File: config.mk
export PLATFORM = sky130hd
export DESIGN_NAME = gpx_port
export DESIGN_NICKNAME = d
export VERILOG_FILES = /design/src/shared/gpx_pkg.sv /design/src/core/gpx_irq_group.sv /design/src/core/gpx_port.sv
export VERILOG_INCLUDE_DIRS = /design/src /design/src/shared
export SDC_FILE = /design/constraint.sdc
export NUM_CORES = 1
export LEC_CHECK = 0
export BUFFER_PORTS_ARGS = -buffer_cell sky130_fd_sc_hd__buf_4
export CAP_MARGIN = 0
export CORE_MARGIN = 10
export CORE_UTILIZATION = 54
export CTS_BUF_LIST = sky130_fd_sc_hd__clkbuf_4 sky130_fd_sc_hd__clkbuf_8
export DETAILED_ROUTE_END_ITERATION = 12
export GPL_TIMING_DRIVEN = 0
export MAX_ROUTING_LAYER = met4
export PLACE_DENSITY = 0.94
export SLEW_MARGIN = 20
export SYNTH_ARGS = -nofsm -noshare
export SYNTH_HDL_FRONTEND = slang
export SYNTH_SLANG_ARGS = --single-unit
File: constraint.sdc
create_clock -name aclk -period 4.1 [get_ports aclk]
set_input_delay 0.615 -clock aclk [delete_from_list [all_inputs] [get_ports aclk]]
set_output_delay 0.615 -clock aclk [all_outputs]
set_load 0.02 [all_outputs]
File: src/shared/gpx_defs.svh
// Register indices, field positions, reset values and bus answers of the port slice
`ifndef GPX_DEFS_SVH
`define GPX_DEFS_SVH

// ----------------------------------------------------------------------------
// Register indices (byte address is four times the index)
// ----------------------------------------------------------------------------
`define GPX_IDX_DATA 6'h00
`define GPX_IDX_DIR 6'h01
`define GPX_IDX_OPT 6'h02
`define GPX_IDX_SENS 6'h03

// ----------------------------------------------------------------------------
// Sensitivity register fields
// ----------------------------------------------------------------------------
`define GPX_SENS_G0_LSB 0
`define GPX_SENS_G1_LSB 2
`define GPX_SENS_W 2

// ----------------------------------------------------------------------------
// Reset values
// ----------------------------------------------------------------------------
`define GPX_RST_REG 8'h00
`define GPX_RST_SENS 4'h0
`define GPX_RST_LVL 1'b1

// ----------------------------------------------------------------------------
// AXI4-Lite answers
// ----------------------------------------------------------------------------
`define GPX_RESP_OKAY 2'h0
`define GPX_RESP_SLVERR 2'h2

`endif

File: src/shared/gpx_pkg.sv
// Types shared by the port slice modules
package gpx_pkg;

    // ------------------------------------------------------------------------
    // Interrupt sensitivity encodings
    // ------------------------------------------------------------------------
    typedef enum logic [1:0] {
        GPX_SENS_FALL_LOW = 2'h0,
        GPX_SENS_RISE = 2'h1,
        GPX_SENS_FALL = 2'h2,
        GPX_SENS_BOTH = 2'h3
    } gpx_sens_t;

endpackage : gpx_pkg

File: src/core/gpx_irq_group.sv
// External interrupt group: combined pin level, sensitivity check and request latch
`timescale 1ns/1ps
`default_nettype none
`include "gpx_defs.svh"

module gpx_irq_group
    import gpx_pkg::*;
#(
    parameter int NPIN = 8
) (
    input wire logic aclk,
    input wire logic aresetn,
    input wire logic [NPIN-1:0] pin_lvl,
    input wire logic [NPIN-1:0] src_en,
    input wire gpx_sens_t sens,
    input wire logic clr,
    output logic pending
);

    logic lvl_prev;
    logic next_lvl_prev;
    logic next_pending;
    logic lvl;
    logic any_src;
    logic hit;

    // ------------------------------------------------------------------------
    // Next state
    // ------------------------------------------------------------------------
    always_comb begin
        // Any enabled pin held low pulls the group low and masks the others
        lvl = &(pin_lvl | ~src_en);
        any_src = |src_en;
        unique case (sens)
            GPX_SENS_FALL_LOW: hit = ~lvl;
            GPX_SENS_RISE: hit = lvl & ~lvl_prev;
            GPX_SENS_FALL: hit = ~lvl & lvl_prev;
            GPX_SENS_BOTH: hit = lvl ^ lvl_prev;
        endcase
        next_lvl_prev = lvl;
        // A new event wins over a clear in the same cycle
        next_pending = (any_src & hit) | (pending & ~clr);
    end

    // ------------------------------------------------------------------------
    // Registers
    // ------------------------------------------------------------------------
    always_ff @(posedge aclk) begin
        if (!aresetn) begin
            lvl_prev <= `GPX_RST_LVL;
            pending <= 1'b0;
        end else begin
            lvl_prev <= next_lvl_prev;
            pending <= next_pending;
        end
    end

endmodule : gpx_irq_group
`default_nettype wire

File: src/core/gpx_port.sv
// Eight-pin port slice with AXI4-Lite registers, alternate functions and external interrupts
`timescale 1ns/1ps
`default_nettype none
`include "gpx_defs.svh"

module gpx_port
    import gpx_pkg::*;
#(
    parameter int NPIN = 8,
    parameter int AW = 8,
    parameter logic [NPIN-1:0] GRP0_MASK = 8'h0F,
    parameter logic [NPIN-1:0] GRP1_MASK = 8'hF0,
    parameter logic [NPIN-1:0] IRQ_CAP = 8'hFF,
    parameter logic [NPIN-1:0] PULLUP_CAP = 8'hFF,
    parameter logic [NPIN-1:0] TOD_MASK = 8'h00
) (
    input wire logic aclk,
    input wire logic aresetn,
    input wire logic [AW-1:0] s_axi_awaddr,
    input wire logic s_axi_awvalid,
    output logic s_axi_awready,
    input wire logic [31:0] s_axi_wdata,
    input wire logic [3:0] s_axi_wstrb,
    input wire logic s_axi_wvalid,
    output logic s_axi_wready,
    output logic [1:0] s_axi_bresp,
    output logic s_axi_bvalid,
    input wire logic s_axi_bready,
    input wire logic [AW-1:0] s_axi_araddr,
    input wire logic s_axi_arvalid,
    output logic s_axi_arready,
    output logic [31:0] s_axi_rdata,
    output logic [1:0] s_axi_rresp,
    output logic s_axi_rvalid,
    input wire logic s_axi_rready,
    input wire logic [NPIN-1:0] pin_in,
    output logic [NPIN-1:0] pin_out,
    output logic [NPIN-1:0] pin_oe,
    output logic [NPIN-1:0] pin_pullup_en,
    input wire logic [NPIN-1:0] alt_en,
    input wire logic [NPIN-1:0] alt_out_en,
    input wire logic [NPIN-1:0] alt_out,
    input wire logic [NPIN-1:0] alt_od,
    output logic [NPIN-1:0] alt_in,
    input wire logic cpu_imask,
    input wire logic [1:0] vec_fetch,
    output logic [1:0] irq_req,
    output logic wake_req
);

    // ------------------------------------------------------------------------
    // Declarations
    // ------------------------------------------------------------------------
    logic [NPIN-1:0] port_data_latch;
    logic [NPIN-1:0] dir;
    logic [NPIN-1:0] opt;
    logic [2*`GPX_SENS_W-1:0] sens;
    logic [NPIN-1:0] next_port_data_latch;
    logic [NPIN-1:0] next_dir;
    logic [NPIN-1:0] next_opt;
    logic [2*`GPX_SENS_W-1:0] next_sens;
    logic sens_wr;

    logic aw_held;
    logic w_held;
    logic [AW-1:0] aw_addr;
    logic [31:0] w_data;
    logic [3:0] w_strb;
    logic next_aw_held;
    logic next_w_held;
    logic [AW-1:0] next_aw_addr;
    logic [31:0] next_w_data;
    logic [3:0] next_w_strb;
    logic next_awready;
    logic next_wready;
    logic next_bvalid;
    logic [1:0] next_bresp;
    logic next_arready;
    logic next_rvalid;
    logic [31:0] next_rdata;
    logic [1:0] next_rresp;
    logic do_write;

    logic [NPIN-1:0] read_val;
    logic [NPIN-1:0] next_pin_out;
    logic [NPIN-1:0] next_pin_oe;
    logic [NPIN-1:0] next_pullup;
    logic [NPIN-1:0] next_alt_in;
    logic [NPIN-1:0] irq_src;
    logic [1:0] pending;
    logic [1:0] next_irq_req;
    logic next_wake;

    // ------------------------------------------------------------------------
    // Address decode
    // ------------------------------------------------------------------------
    function automatic logic addr_hit(input logic [AW-1:0] addr, input logic [5:0] idx);
        addr_hit = (addr[AW-1:2] == (AW-2)'(idx)) && (addr[1:0] == 2'h0);
    endfunction : addr_hit

    function automatic logic addr_mapped(input logic [AW-1:0] addr);
        addr_mapped = addr_hit(addr, `GPX_IDX_DATA) || addr_hit(addr, `GPX_IDX_DIR)
            || addr_hit(addr, `GPX_IDX_OPT) || addr_hit(addr, `GPX_IDX_SENS);
    endfunction : addr_mapped

    // ------------------------------------------------------------------------
    // AXI4-Lite slave
    // ------------------------------------------------------------------------
    always_comb begin
        next_aw_held = aw_held;
        next_w_held = w_held;
        next_aw_addr = aw_addr;
        next_w_data = w_data;
        next_w_strb = w_strb;
        if (s_axi_awvalid && s_axi_awready) begin
            next_aw_held = 1'b1;
            next_aw_addr = s_axi_awaddr;
        end
        if (s_axi_wvalid && s_axi_wready) begin
            next_w_held = 1'b1;
            next_w_data = s_axi_wdata;
            next_w_strb = s_axi_wstrb;
        end
        do_write = aw_held && w_held && !s_axi_bvalid;
        next_bvalid = s_axi_bvalid && !s_axi_bready;
        next_bresp = s_axi_bresp;
        if (do_write) begin
            next_aw_held = 1'b0;
            next_w_held = 1'b0;
            next_bvalid = 1'b1;
            next_bresp = addr_mapped(aw_addr) ? `GPX_RESP_OKAY : `GPX_RESP_SLVERR;
        end
        next_awready = !next_aw_held && !next_bvalid;
        next_wready = !next_w_held && !next_bvalid;

        next_rvalid = s_axi_rvalid && !s_axi_rready;
        next_rdata = s_axi_rdata;
        next_rresp = s_axi_rresp;
        if (s_axi_arvalid && s_axi_arready) begin
            next_rvalid = 1'b1;
            next_rresp = `GPX_RESP_OKAY;
            next_rdata = 32'h0000_0000;
            if (addr_hit(s_axi_araddr, `GPX_IDX_DATA)) begin
                next_rdata[NPIN-1:0] = read_val;
            end else if (addr_hit(s_axi_araddr, `GPX_IDX_DIR)) begin
                next_rdata[NPIN-1:0] = dir;
            end else if (addr_hit(s_axi_araddr, `GPX_IDX_OPT)) begin
                next_rdata[NPIN-1:0] = opt;
            end else if (addr_hit(s_axi_araddr, `GPX_IDX_SENS)) begin
                next_rdata[2*`GPX_SENS_W-1:0] = sens;
            end else begin
                next_rresp = `GPX_RESP_SLVERR;
            end
        end
        next_arready = !next_rvalid;
    end

    always_ff @(posedge aclk) begin
        if (!aresetn) begin
            aw_held <= 1'b0;
            w_held <= 1'b0;
            aw_addr <= '0;
            w_data <= 32'h0000_0000;
            w_strb <= 4'h0;
            s_axi_awready <= 1'b0;
            s_axi_wready <= 1'b0;
            s_axi_bvalid <= 1'b0;
            s_axi_bresp <= `GPX_RESP_OKAY;
            s_axi_arready <= 1'b0;
            s_axi_rvalid <= 1'b0;
            s_axi_rdata <= 32'h0000_0000;
            s_axi_rresp <= `GPX_RESP_OKAY;
        end else begin
            aw_held <= next_aw_held;
            w_held <= next_w_held;
            aw_addr <= next_aw_addr;
            w_data <= next_w_data;
            w_strb <= next_w_strb;
            s_axi_awready <= next_awready;
            s_axi_wready <= next_wready;
            s_axi_bvalid <= next_bvalid;
            s_axi_bresp <= next_bresp;
            s_axi_arready <= next_arready;
            s_axi_rvalid <= next_rvalid;
            s_axi_rdata <= next_rdata;
            s_axi_rresp <= next_rresp;
        end
    end

    // ------------------------------------------------------------------------
    // Port registers
    // ------------------------------------------------------------------------
    always_comb begin
        next_port_data_latch = port_data_latch;
        next_dir = dir;
        next_opt = opt;
        next_sens = sens;
        sens_wr = 1'b0;
        if (do_write && w_strb[0]) begin
            // Data writes always land in the latch, whatever the direction
            if (addr_hit(aw_addr, `GPX_IDX_DATA)) begin
                next_port_data_latch = w_data[NPIN-1:0];
            end
            if (addr_hit(aw_addr, `GPX_IDX_DIR)) begin
                next_dir = w_data[NPIN-1:0];
            end
            if (addr_hit(aw_addr, `GPX_IDX_OPT)) begin
                next_opt = w_data[NPIN-1:0] & ~TOD_MASK;
            end
            if (addr_hit(aw_addr, `GPX_IDX_SENS)) begin
                next_sens = w_data[2*`GPX_SENS_W-1:0];
                sens_wr = 1'b1;
            end
        end
    end

    always_ff @(posedge aclk) begin
        if (!aresetn) begin
            port_data_latch <= `GPX_RST_REG;
            dir <= `GPX_RST_REG;
            opt <= `GPX_RST_REG;
            sens <= `GPX_RST_SENS;
        end else begin
            port_data_latch <= next_port_data_latch;
            dir <= next_dir;
            opt <= next_opt;
            sens <= next_sens;
        end
    end

    // ------------------------------------------------------------------------
    // Pin drive, pull-up, read-back and peripheral input
    // ------------------------------------------------------------------------
    always_comb begin
        for (int i = 0; i < NPIN; i++) begin
            if (alt_out_en[i]) begin
                // Peripheral output forces output mode and picks its drive
                next_pin_out[i] = alt_out[i];
                next_pin_oe[i] = !alt_out[i] || !(alt_od[i] || TOD_MASK[i]);
                next_pullup[i] = 1'b0;
            end else if (dir[i]) begin
                // 0 always drives low; 1 drives only in push-pull
                next_pin_out[i] = port_data_latch[i];
                next_pin_oe[i] = !port_data_latch[i] || (opt[i] && !TOD_MASK[i]);
                next_pullup[i] = 1'b0;
            end else begin
                next_pin_out[i] = 1'b0;
                next_pin_oe[i] = 1'b0;
                next_pullup[i] = opt[i] && PULLUP_CAP[i] && !TOD_MASK[i];
            end
            if (dir[i]) begin
                read_val[i] = port_data_latch[i];
            end else if (alt_en[i] && alt_out_en[i]) begin
                read_val[i] = alt_out[i];
            end else begin
                read_val[i] = pin_in[i];
            end
            next_alt_in[i] = (dir[i] && !alt_out_en[i]) ? port_data_latch[i] : pin_in[i];
            irq_src[i] = IRQ_CAP[i] && !TOD_MASK[i] && !dir[i] && opt[i];
        end
    end

    // ------------------------------------------------------------------------
    // External interrupt groups
    // ------------------------------------------------------------------------
    gpx_irq_group #(
        .NPIN(NPIN)
    ) u_grp0 (
        .aclk(aclk),
        .aresetn(aresetn),
        .pin_lvl(pin_in),
        .src_en(irq_src & GRP0_MASK),
        .sens(gpx_sens_t'(sens[`GPX_SENS_G0_LSB +: `GPX_SENS_W])),
        .clr(vec_fetch[0] || sens_wr),
        .pending(pending[0])
    );

    gpx_irq_group #(
        .NPIN(NPIN)
    ) u_grp1 (
        .aclk(aclk),
        .aresetn(aresetn),
        .pin_lvl(pin_in),
        .src_en(irq_src & GRP1_MASK),
        .sens(gpx_sens_t'(sens[`GPX_SENS_G1_LSB +: `GPX_SENS_W])),
        .clr(vec_fetch[1] || sens_wr),
        .pending(pending[1])
    );

    always_comb begin
        next_irq_req = pending & {2{!cpu_imask}};
        next_wake = |next_irq_req;
    end

    // ------------------------------------------------------------------------
    // Registered outputs
    // ------------------------------------------------------------------------
    always_ff @(posedge aclk) begin
        if (!aresetn) begin
            pin_out <= `GPX_RST_REG;
            pin_oe <= `GPX_RST_REG;
            pin_pullup_en <= `GPX_RST_REG;
            alt_in <= `GPX_RST_REG;
            irq_req <= 2'h0;
            wake_req <= 1'b0;
        end else begin
            pin_out <= next_pin_out;
            pin_oe <= next_pin_oe;
            pin_pullup_en <= next_pullup;
            alt_in <= next_alt_in;
            irq_req <= next_irq_req;
            wake_req <= next_wake;
        end
    end

endmodule : gpx_port
`default_nettype wire

==> results of run 1 <==
## worst min path at each step
stage / start / to / slack [ns] / cells past startpoint
floorplan: aw_held$_SDFF_PN0_ / s_axi_awready$_SDFF_PN0_ / 0.44 / 1
global placement: u_grp1.pending$_SDFF_PN0_ / irq_req[1]$_SDFF_PN0_ / 0.46 / 2
detailed placement: s_axi_rdata[1]$_SDFFE_PN0P_ / s_axi_rdata[1]$_SDFFE_PN0P_ / 0.47 / 1
CTS: cpu_imask / irq_req[0]$_SDFF_PN0_ / 0.41 / 2
global route: cpu_imask / irq_req[0]$_SDFF_PN0_ / 0.41 / 2
finish: cpu_imask / irq_req[0]$_SDFF_PN0_ / 0.42 / 2
## kinds of logic (layout without fill, tap and decap cells)
logic type	count (synthesis)	in the layout
simple gates	192	192
compound gates	101	101
flops	101	101
buf+inv	58	197
mux	36	36
fa+ha+maj	4	4
other cells	1	26
## registers in the layout, summed over array words and instances (netlist names), 2 cells and up
| name | count |
|---|---|
| alt_in | 8 |
| s_axi_rdata | 8 |
| dir | 8 |
| aw_addr | 8 |
| irq_req | 2 |
| pin_pullup_en | 8 |
| opt | 8 |
| w_data | 8 |
| pin_oe | 8 |
| port_data_latch | 8 |
| pin_out | 8 |
| sens | 4 |
## through the flow
stage,hold slack [ns],std cells
finish,0.416,762
global route,0.414,762
CTS,0.412,762
detailed placement,0.471,746
global placement,0.455,746
floorplan,0.436,518
## power breakdown
group	switching, mW	internal [mW]	leakage, nW	total, mW
Combinational	0.140	0.121	1.81	0.261
Clock	0.341	0.359	0.112	0.701
Sequential	0.0164	1.01	0.822	1.02
Total	0.498	1.49	2.74	1.98
## worst register-to-register path, cell delays in order (launching register included)
cell and delay (ns):
dfxtp_1 0.46, nor3b_1 0.11, or4_4 0.57, ha_1 0.30, nand2b_1 0.13, a31oi_1 0.18
o311ai_0 0.19, o32ai_1 0.18
## per-layer routing
layer / global-route usage (%) / part of all wire (%) / wire, um / vias up
met5: - / 0 / 0 / -
met4: 9.64 / 3.3 / 455 / 0
met3: 5.48 / 8.0 / 1090 / 47
met2: 35.7 / 50 / 6740 / 201
met1: 22.3 / 39 / 5330 / 1923
li1: - / - / - / 1985
## layout make-up
| type | count | area (sq um) | share of cell area, % |
|---|---|---|---|
| plain buffers | 44 | 268 | 4.49 |
| flip-flops and latches | 101 | 2020 | 33.9 |
| well taps | 105 | 131 | 2.20 |
| multi-input cells | 359 | 2340 | 39.3 |
| inverters | 14 | 52.6 | 0.881 |
| repair buffers | 123 | 923 | 15.5 |
| clock inverters | 6 | 86.3 | 1.45 |
| clock buffers | 10 | 138 | 2.31 |
## cell usage after synthesis (2+ instances only)
| cell | n | share of area (%) |
|---|---|---|
| o21ai_0 | 12 | 1.3 |
| dfxtp_1 | 101 | 44 |
| clkbuf_1 | 14 | 1.1 |
| and3_1 | 4 | 0.55 |
| buf_1 | 2 | 0.16 |
| inv_1 | 14 | 1.1 |
| o311ai_0 | 6 | 1.1 |
| nand3_1 | 10 | 1.1 |
| and3b_1 | 7 | 1.3 |
| nand3b_1 | 5 | 0.82 |
| ha_1 | 4 | 1.1 |
| a221oi_1 | 4 | 0.76 |
| nor4bb_1 | 2 | 0.44 |
| a21boi_0 | 35 | 5.7 |
| and2_1 | 3 | 0.41 |
| or4_4 | 2 | 0.49 |
| nor4b_1 | 2 | 0.38 |
| nand2b_1 | 16 | 2.2 |
| a21boi_2 | 4 | 0.98 |
| buf_4 | 27 | 4.4 |
| a31oi_1 | 2 | 0.27 |
| o211ai_1 | 4 | 0.65 |
| nor3b_1 | 11 | 1.8 |
| o32ai_1 | 2 | 0.38 |
| mux2i_1 | 36 | 7.9 |
| nor3_1 | 3 | 0.33 |
| a22o_1 | 9 | 1.7 |
| a21oi_1 | 15 | 1.6 |
| a211oi_1 | 2 | 0.33 |
| nor2b_1 | 29 | 4.0 |
| nand2_1 | 76 | 6.2 |
| o211a_1 | 5 | 1.1 |
| nand4_4 | 3 | 1.4 |
| or2_2 | 4 | 0.55 |
| nor2_1 | 10 | 0.82 |
## layout by cell type (no fill, tap or decap), types with 3 or more instances in the layout
cell type	count
a21boi_0	35
a21boi_2	4
a21oi_1	15
a221oi_1	4
a22o_1	9
and2_1	3
and3_1	4
and3b_1	7
buf_4	150
clkbuf_1	14
clkbuf_8	10
conb_1	26
dfxtp_1	101
ha_1	4
inv_1	14
mux2i_1	36
nand2_1	76
nand2b_1	16
nand3_1	10
nand3b_1	5
nand4_4	3
nor2_1	10
nor2b_1	29
nor3_1	3
nor3b_1	11
o211a_1	5
o211ai_1	4
o21ai_0	12
o311ai_0	6
or2_2	4
==> results.yml, run 1 <==
status:
  outcome: "finished, final reports clean"
setup_path:
  startpoint_type: "flip-flop"
  critPathKind: "flip-flop to flip-flop"
  setup.worst_path.start: "dir[3]$_SDFFE_PN0P_"
  r2r-start: "dir[3]$_SDFFE_PN0P_"
  slowest_delay_ns: 0.57
  crit_path_end: "u_grp0.pending$_SDFF_PN0_"
  crit_family: "simple AND/OR/NAND/NOR gates"
  worstPathMaxFanout: 8
  worst_r2r_endpoint: "u_grp0.pending$_SDFF_PN0_"
  rr_worst_depth: 7
  critPathBufInv: 0
  ff2ff_setup_slack_ns: 1.90
  cp_slowest_cell: "or4_4"
  endpoint_kind: "flip-flop"
  critPathArrivalTime_ns: 2.47
  cp.required_ns: 4.37
  crit_chain: "nor3b_1, or4_4, ha_1, nand2b_1, a31oi_1, o311ai_0, o32ai_1"
  crit_cells: 7
global_route:
  grt_first_pass_wirelength_um: 21100
  grt_max_degree: 17
  first_global_vias: 4273
  grt_antenna_before_repair: 0
  gr-total-overflow: 0
  gr-usage-all-layers_pct: 20.9
power:
  power_density_nw_per_um2: 333
  leakagePower_nw: 2.74
  ir_worst_vdd_mv: 0.246
  power_mw: 1.98
logic_synthesis:
  synth_cell_types: 43
  syn_inst: 493
  ys_async_sr_fraction_pct: 0
  synthXorXnorAreaFrac_pct: 0
  ys_seq_area_share_pct: 44.1
  synth-simple-area-share_pct: 23.8
  synth_seq_cells: 101
  netlist_area_sq_um: 4590
  avgSynthCellArea_sq_um: 9.31
  synth_top_family_by_area: "simple AND/OR/NAND/NOR gates"
  synth_mux_area_share_pct: 7.85
  yosysWarnings: 0
  synthAdderAreaFrac_pct: 1.09
  synth_compound_area_share_pct: 16.1
  synth_edf_count: 0
  synthFlopType: "dfxtp_1"
run:
  cap_violations: 0
clocking:
  cts_max_path_buffers: 2
  post_cts_resized: 0
  cts.sinks: 101
  post_cts_buffers: 0
  cts_root_buf: "clkbuf_8"
  numCtsBuffers: 9
  htree_num_levels: 3
  cts_hold_buf: 0
  clk_latency_ns: 0.37
  clk_pin_slew_ns: 0.09
  cts_tree: "built"
placement:
  hpwlAfterDp_um: 10300
  post-place-ws_ns: 1.70
  place.gp.congestion: 0.878
  io_buffers: 123
  dpl-instance-area_sq_um: 5740
floorplan:
  io_pins: 178
  core_sq_um: 8260
  die_w_um: 112
  rows: 33
  start_util_pct: 55.6
  fp.dieH_um: 112
  die_area_sq_um: 12600
final_layout:
  utilization_pct: 72.2
  drive_above_1_share_pct: 27.7
  syn_to_final_growth_pct: 29.9
  final_area_sq_um: 5960
  nNetsFinal: 758
  nFillCells: 590
  diodes: 0
drt:
  drt_first_pass_iters: 5
  ant_nets: 0
  drt-initial-drc-count: 318
  vias: 4156
  finalWirelength_um: 13600
  wl_per_cell_um: 17.9
  drc_errors: 0
  via_per_inst: 5.45
sta:
  max_freq_mhz: 454
  drv_slew: 0
  setup-tns-final_ns: 0
  tightest_slew_ns: 0.719
  min_period_ns: 2.20
  timing.final.ws_setup_ns: 1.90
  slew_headroom_pct: 52.1
  period_share_pct: 53.7
  skew_ns: 0.0117
  rsz0062_at_grt: "no"
  setup_viol: 0
  hold_violations: 0
hold_path:
  hp-class: "input pin to flip-flop"
Note: power is estimated with default switching activity, not from simulation.
==> run 2: changes to the inputs <==
--- a/config.mk
+++ b/config.mk
@@ -9,12 +9,12 @@
 export BUFFER_PORTS_ARGS = -buffer_cell sky130_fd_sc_hd__buf_4
 export CAP_MARGIN = 0
 export CORE_MARGIN = 10
-export CORE_UTILIZATION = 54
+export CORE_UTILIZATION = 51
 export CTS_BUF_LIST = sky130_fd_sc_hd__clkbuf_4 sky130_fd_sc_hd__clkbuf_8
 export DETAILED_ROUTE_END_ITERATION = 12
 export GPL_TIMING_DRIVEN = 0
 export MAX_ROUTING_LAYER = met4
-export PLACE_DENSITY = 0.94
+export PLACE_DENSITY = 0.9
 export SLEW_MARGIN = 20
 export SYNTH_ARGS = -nofsm -noshare
 export SYNTH_HDL_FRONTEND = slang
==> constraint.sdc (replaced) <==
create_clock -name aclk -period 2.1 [get_ports aclk]
set_input_delay 0.315 -clock aclk [delete_from_list [all_inputs] [get_ports aclk]]
set_output_delay 0.315 -clock aclk [all_outputs]
set_load 0.02 [all_outputs]
==> results.yml, run 2 (synthesized netlist as in run 1, its figures left out) <==
sta:
  min_period_ns: 2.07
  max_freq_mhz: 483
  hold_violations: 0
  period_share_pct: 98.6
  tightest_slew_ns: 0.747
  setup_viol: 0
  slew_headroom_pct: 50.2
  rsz0062_at_grt: "no"
  drv_slew: 0
  whs_ns: 0.109
  skew_ns: 0.00916
final_layout:
  diodes: 0
  seqCellArea_sq_um: 2040
  nFillCells: 720
  layout_common_cells: "150 x buf_4, 91 x dfxtp_1, 76 x nand2_1, 36 x mux2i_1, 35 x a21boi_0"
  syn_to_final_growth_pct: 30.5
  multiInputGateArea_sq_um: 2350
  final_area_sq_um: 5990
  layout_commonest_cell: "buf_4"
  nNetsFinal: 758
  drive_above_1_share_pct: 29.3
  utilization_pct: 68.7
drt:
  drt_first_pass_iters: 4
  wl_per_cell_um: 17.5
  drc_errors: 0
  vias: 4075
  drt-initial-drc-count: 289
  finalWirelength_um: 13400
  ant_nets: 0
  via_per_inst: 5.33
setup_path:
  rr_worst_depth: 7
  critPathArrivalTime_ns: 2.35
  ff2ff_setup_slack_ns: 0.03
  r2r-start: "opt[4]$_SDFFE_PN0P_"
  worst_r2r_endpoint: "u_grp1.pending$_SDFF_PN0_"
  endpoint_kind: "flip-flop"
  critPathKind: "flip-flop to flip-flop"
  startpoint_type: "flip-flop"
  cp.required_ns: 2.38
  worstPathMaxFanout: 5
status:
  outcome: "finished, final reports clean"
power:
  ir_worst_vdd_mv: 0.394
  power_density_nw_per_um2: 647
  leakagePower_nw: 2.75
  power_mw: 3.87
clocking:
  htree_num_levels: 3
  clk_latency_ns: 0.36
  cts.sinks: 101
  cts_hold_buf: 0
  cts_tree: "built"
  numCtsBuffers: 9
  cts_max_path_buffers: 2
  clk_pin_slew_ns: 0.10
  cts_root_buf: "clkbuf_8"
  post_cts_buffers: 0
global_route:
  first_global_vias: 4168
  grt_antenna_before_repair: 0
  gr-total-overflow: 0
  gr-usage-all-layers_pct: 19.9
  grt_max_degree: 16
  grt_first_pass_wirelength_um: 20700
floorplan:
  die_area_sq_um: 13200
  rows: 34
  io_pins: 178
  die_w_um: 115
  start_util_pct: 52.6
  fp.dieH_um: 115
  core_sq_um: 8720
hold_path:
  hp-class: "input pin to flip-flop"
  min-delay-start: "cpu_imask"
  hold_end: "wake_req$_SDFF_PN0_"
  min_path_cells: 2
placement:
  io_buffers: 123
  hpwlAfterDp_um: 10000
  place.gp.congestion: 0.882
  dpl-instance-area_sq_um: 5740
run:
  cap_violations: 0
run 2: critical path: stages, from the launching register on:
cell and delay, ns:
dfxtp_2 0.35, nor3b_1 0.15, or4_4 0.57, ha_1 0.30
nand2b_1 0.15, a31oi_1 0.16, o311ai_0 0.16, o32ai_1 0.16
run 2: where the power goes:
| group | leakage, nW | switching, mW | internal [mW] |
|---|---|---|---|
| Clock | 0.109 | 0.658 | 0.710 |
| Sequential | 0.828 | 0.0322 | 1.96 |
| Combinational | 1.81 | 0.273 | 0.236 |
run 2: what timing repair did:
action	4_1_cts	5_1_grt
gates resized for setup	5	8
endpoints found under the setup margin	2	2
pin swaps	0	4
run 2: metrics by stage:
| step | setup TNS, ns | std cells | setup slack, ns |
|---|---|---|---|
| floorplan | 0 | 518 | 0.194 |
| global placement | -0.0219 | 749 | -0.0219 |
| detailed placement | -0.0385 | 749 | -0.0385 |
| CTS | 0 | 764 | 0.0281 |
| global route | 0 | 764 | 0.0000429 |
| finish | 0 | 764 | 0.0288 |
run 2: worst max-delay path by stage:
stage,from,end,slack (ns),depth (start not counted)
6_report,opt[4]$_SDFFE_PN0P_,u_grp1.pending$_SDFF_PN0_,0.03,7
5_1_grt,opt[4]$_SDFFE_PN0P_,u_grp1.pending$_SDFF_PN0_,0.00004,7
4_1_cts,opt[4]$_SDFFE_PN0P_,u_grp1.pending$_SDFF_PN0_,0.03,7
3_5_place_dp,dir[3]$_SDFFE_PN0P_,u_grp0.pending$_SDFF_PN0_,-0.04,7
3_3_place_gp,dir[3]$_SDFFE_PN0P_,u_grp0.pending$_SDFF_PN0_,-0.02,7
2_1_floorplan,dir[3]$_SDFFE_PN0P_,u_grp0.pending$_SDFF_PN0_,0.19,7
run 2: metal layers:
layer | global-route usage [%] | routed length (um) | vias to the layer above
li1 | - | - | 1982
met1 | 23.7 | 5590 | 1898
met2 | 32.9 | 6510 | 175
met3 | 5.16 | 1090 | 20
met4 | 4.37 | 176 | 0
met5 | - | 0 | -
run 2: final cells by class:
cell class / count / area share (%)
plain buffers: 44 / 4.47
clock buffers: 11 / 2.42
clock inverters: 4 / 1.21
inverters: 14 / 0.878
multi-input cells: 359 / 39.3
flip-flops and latches: 101 / 34.0
well taps: 108 / 2.26
repair buffers: 123 / 15.4
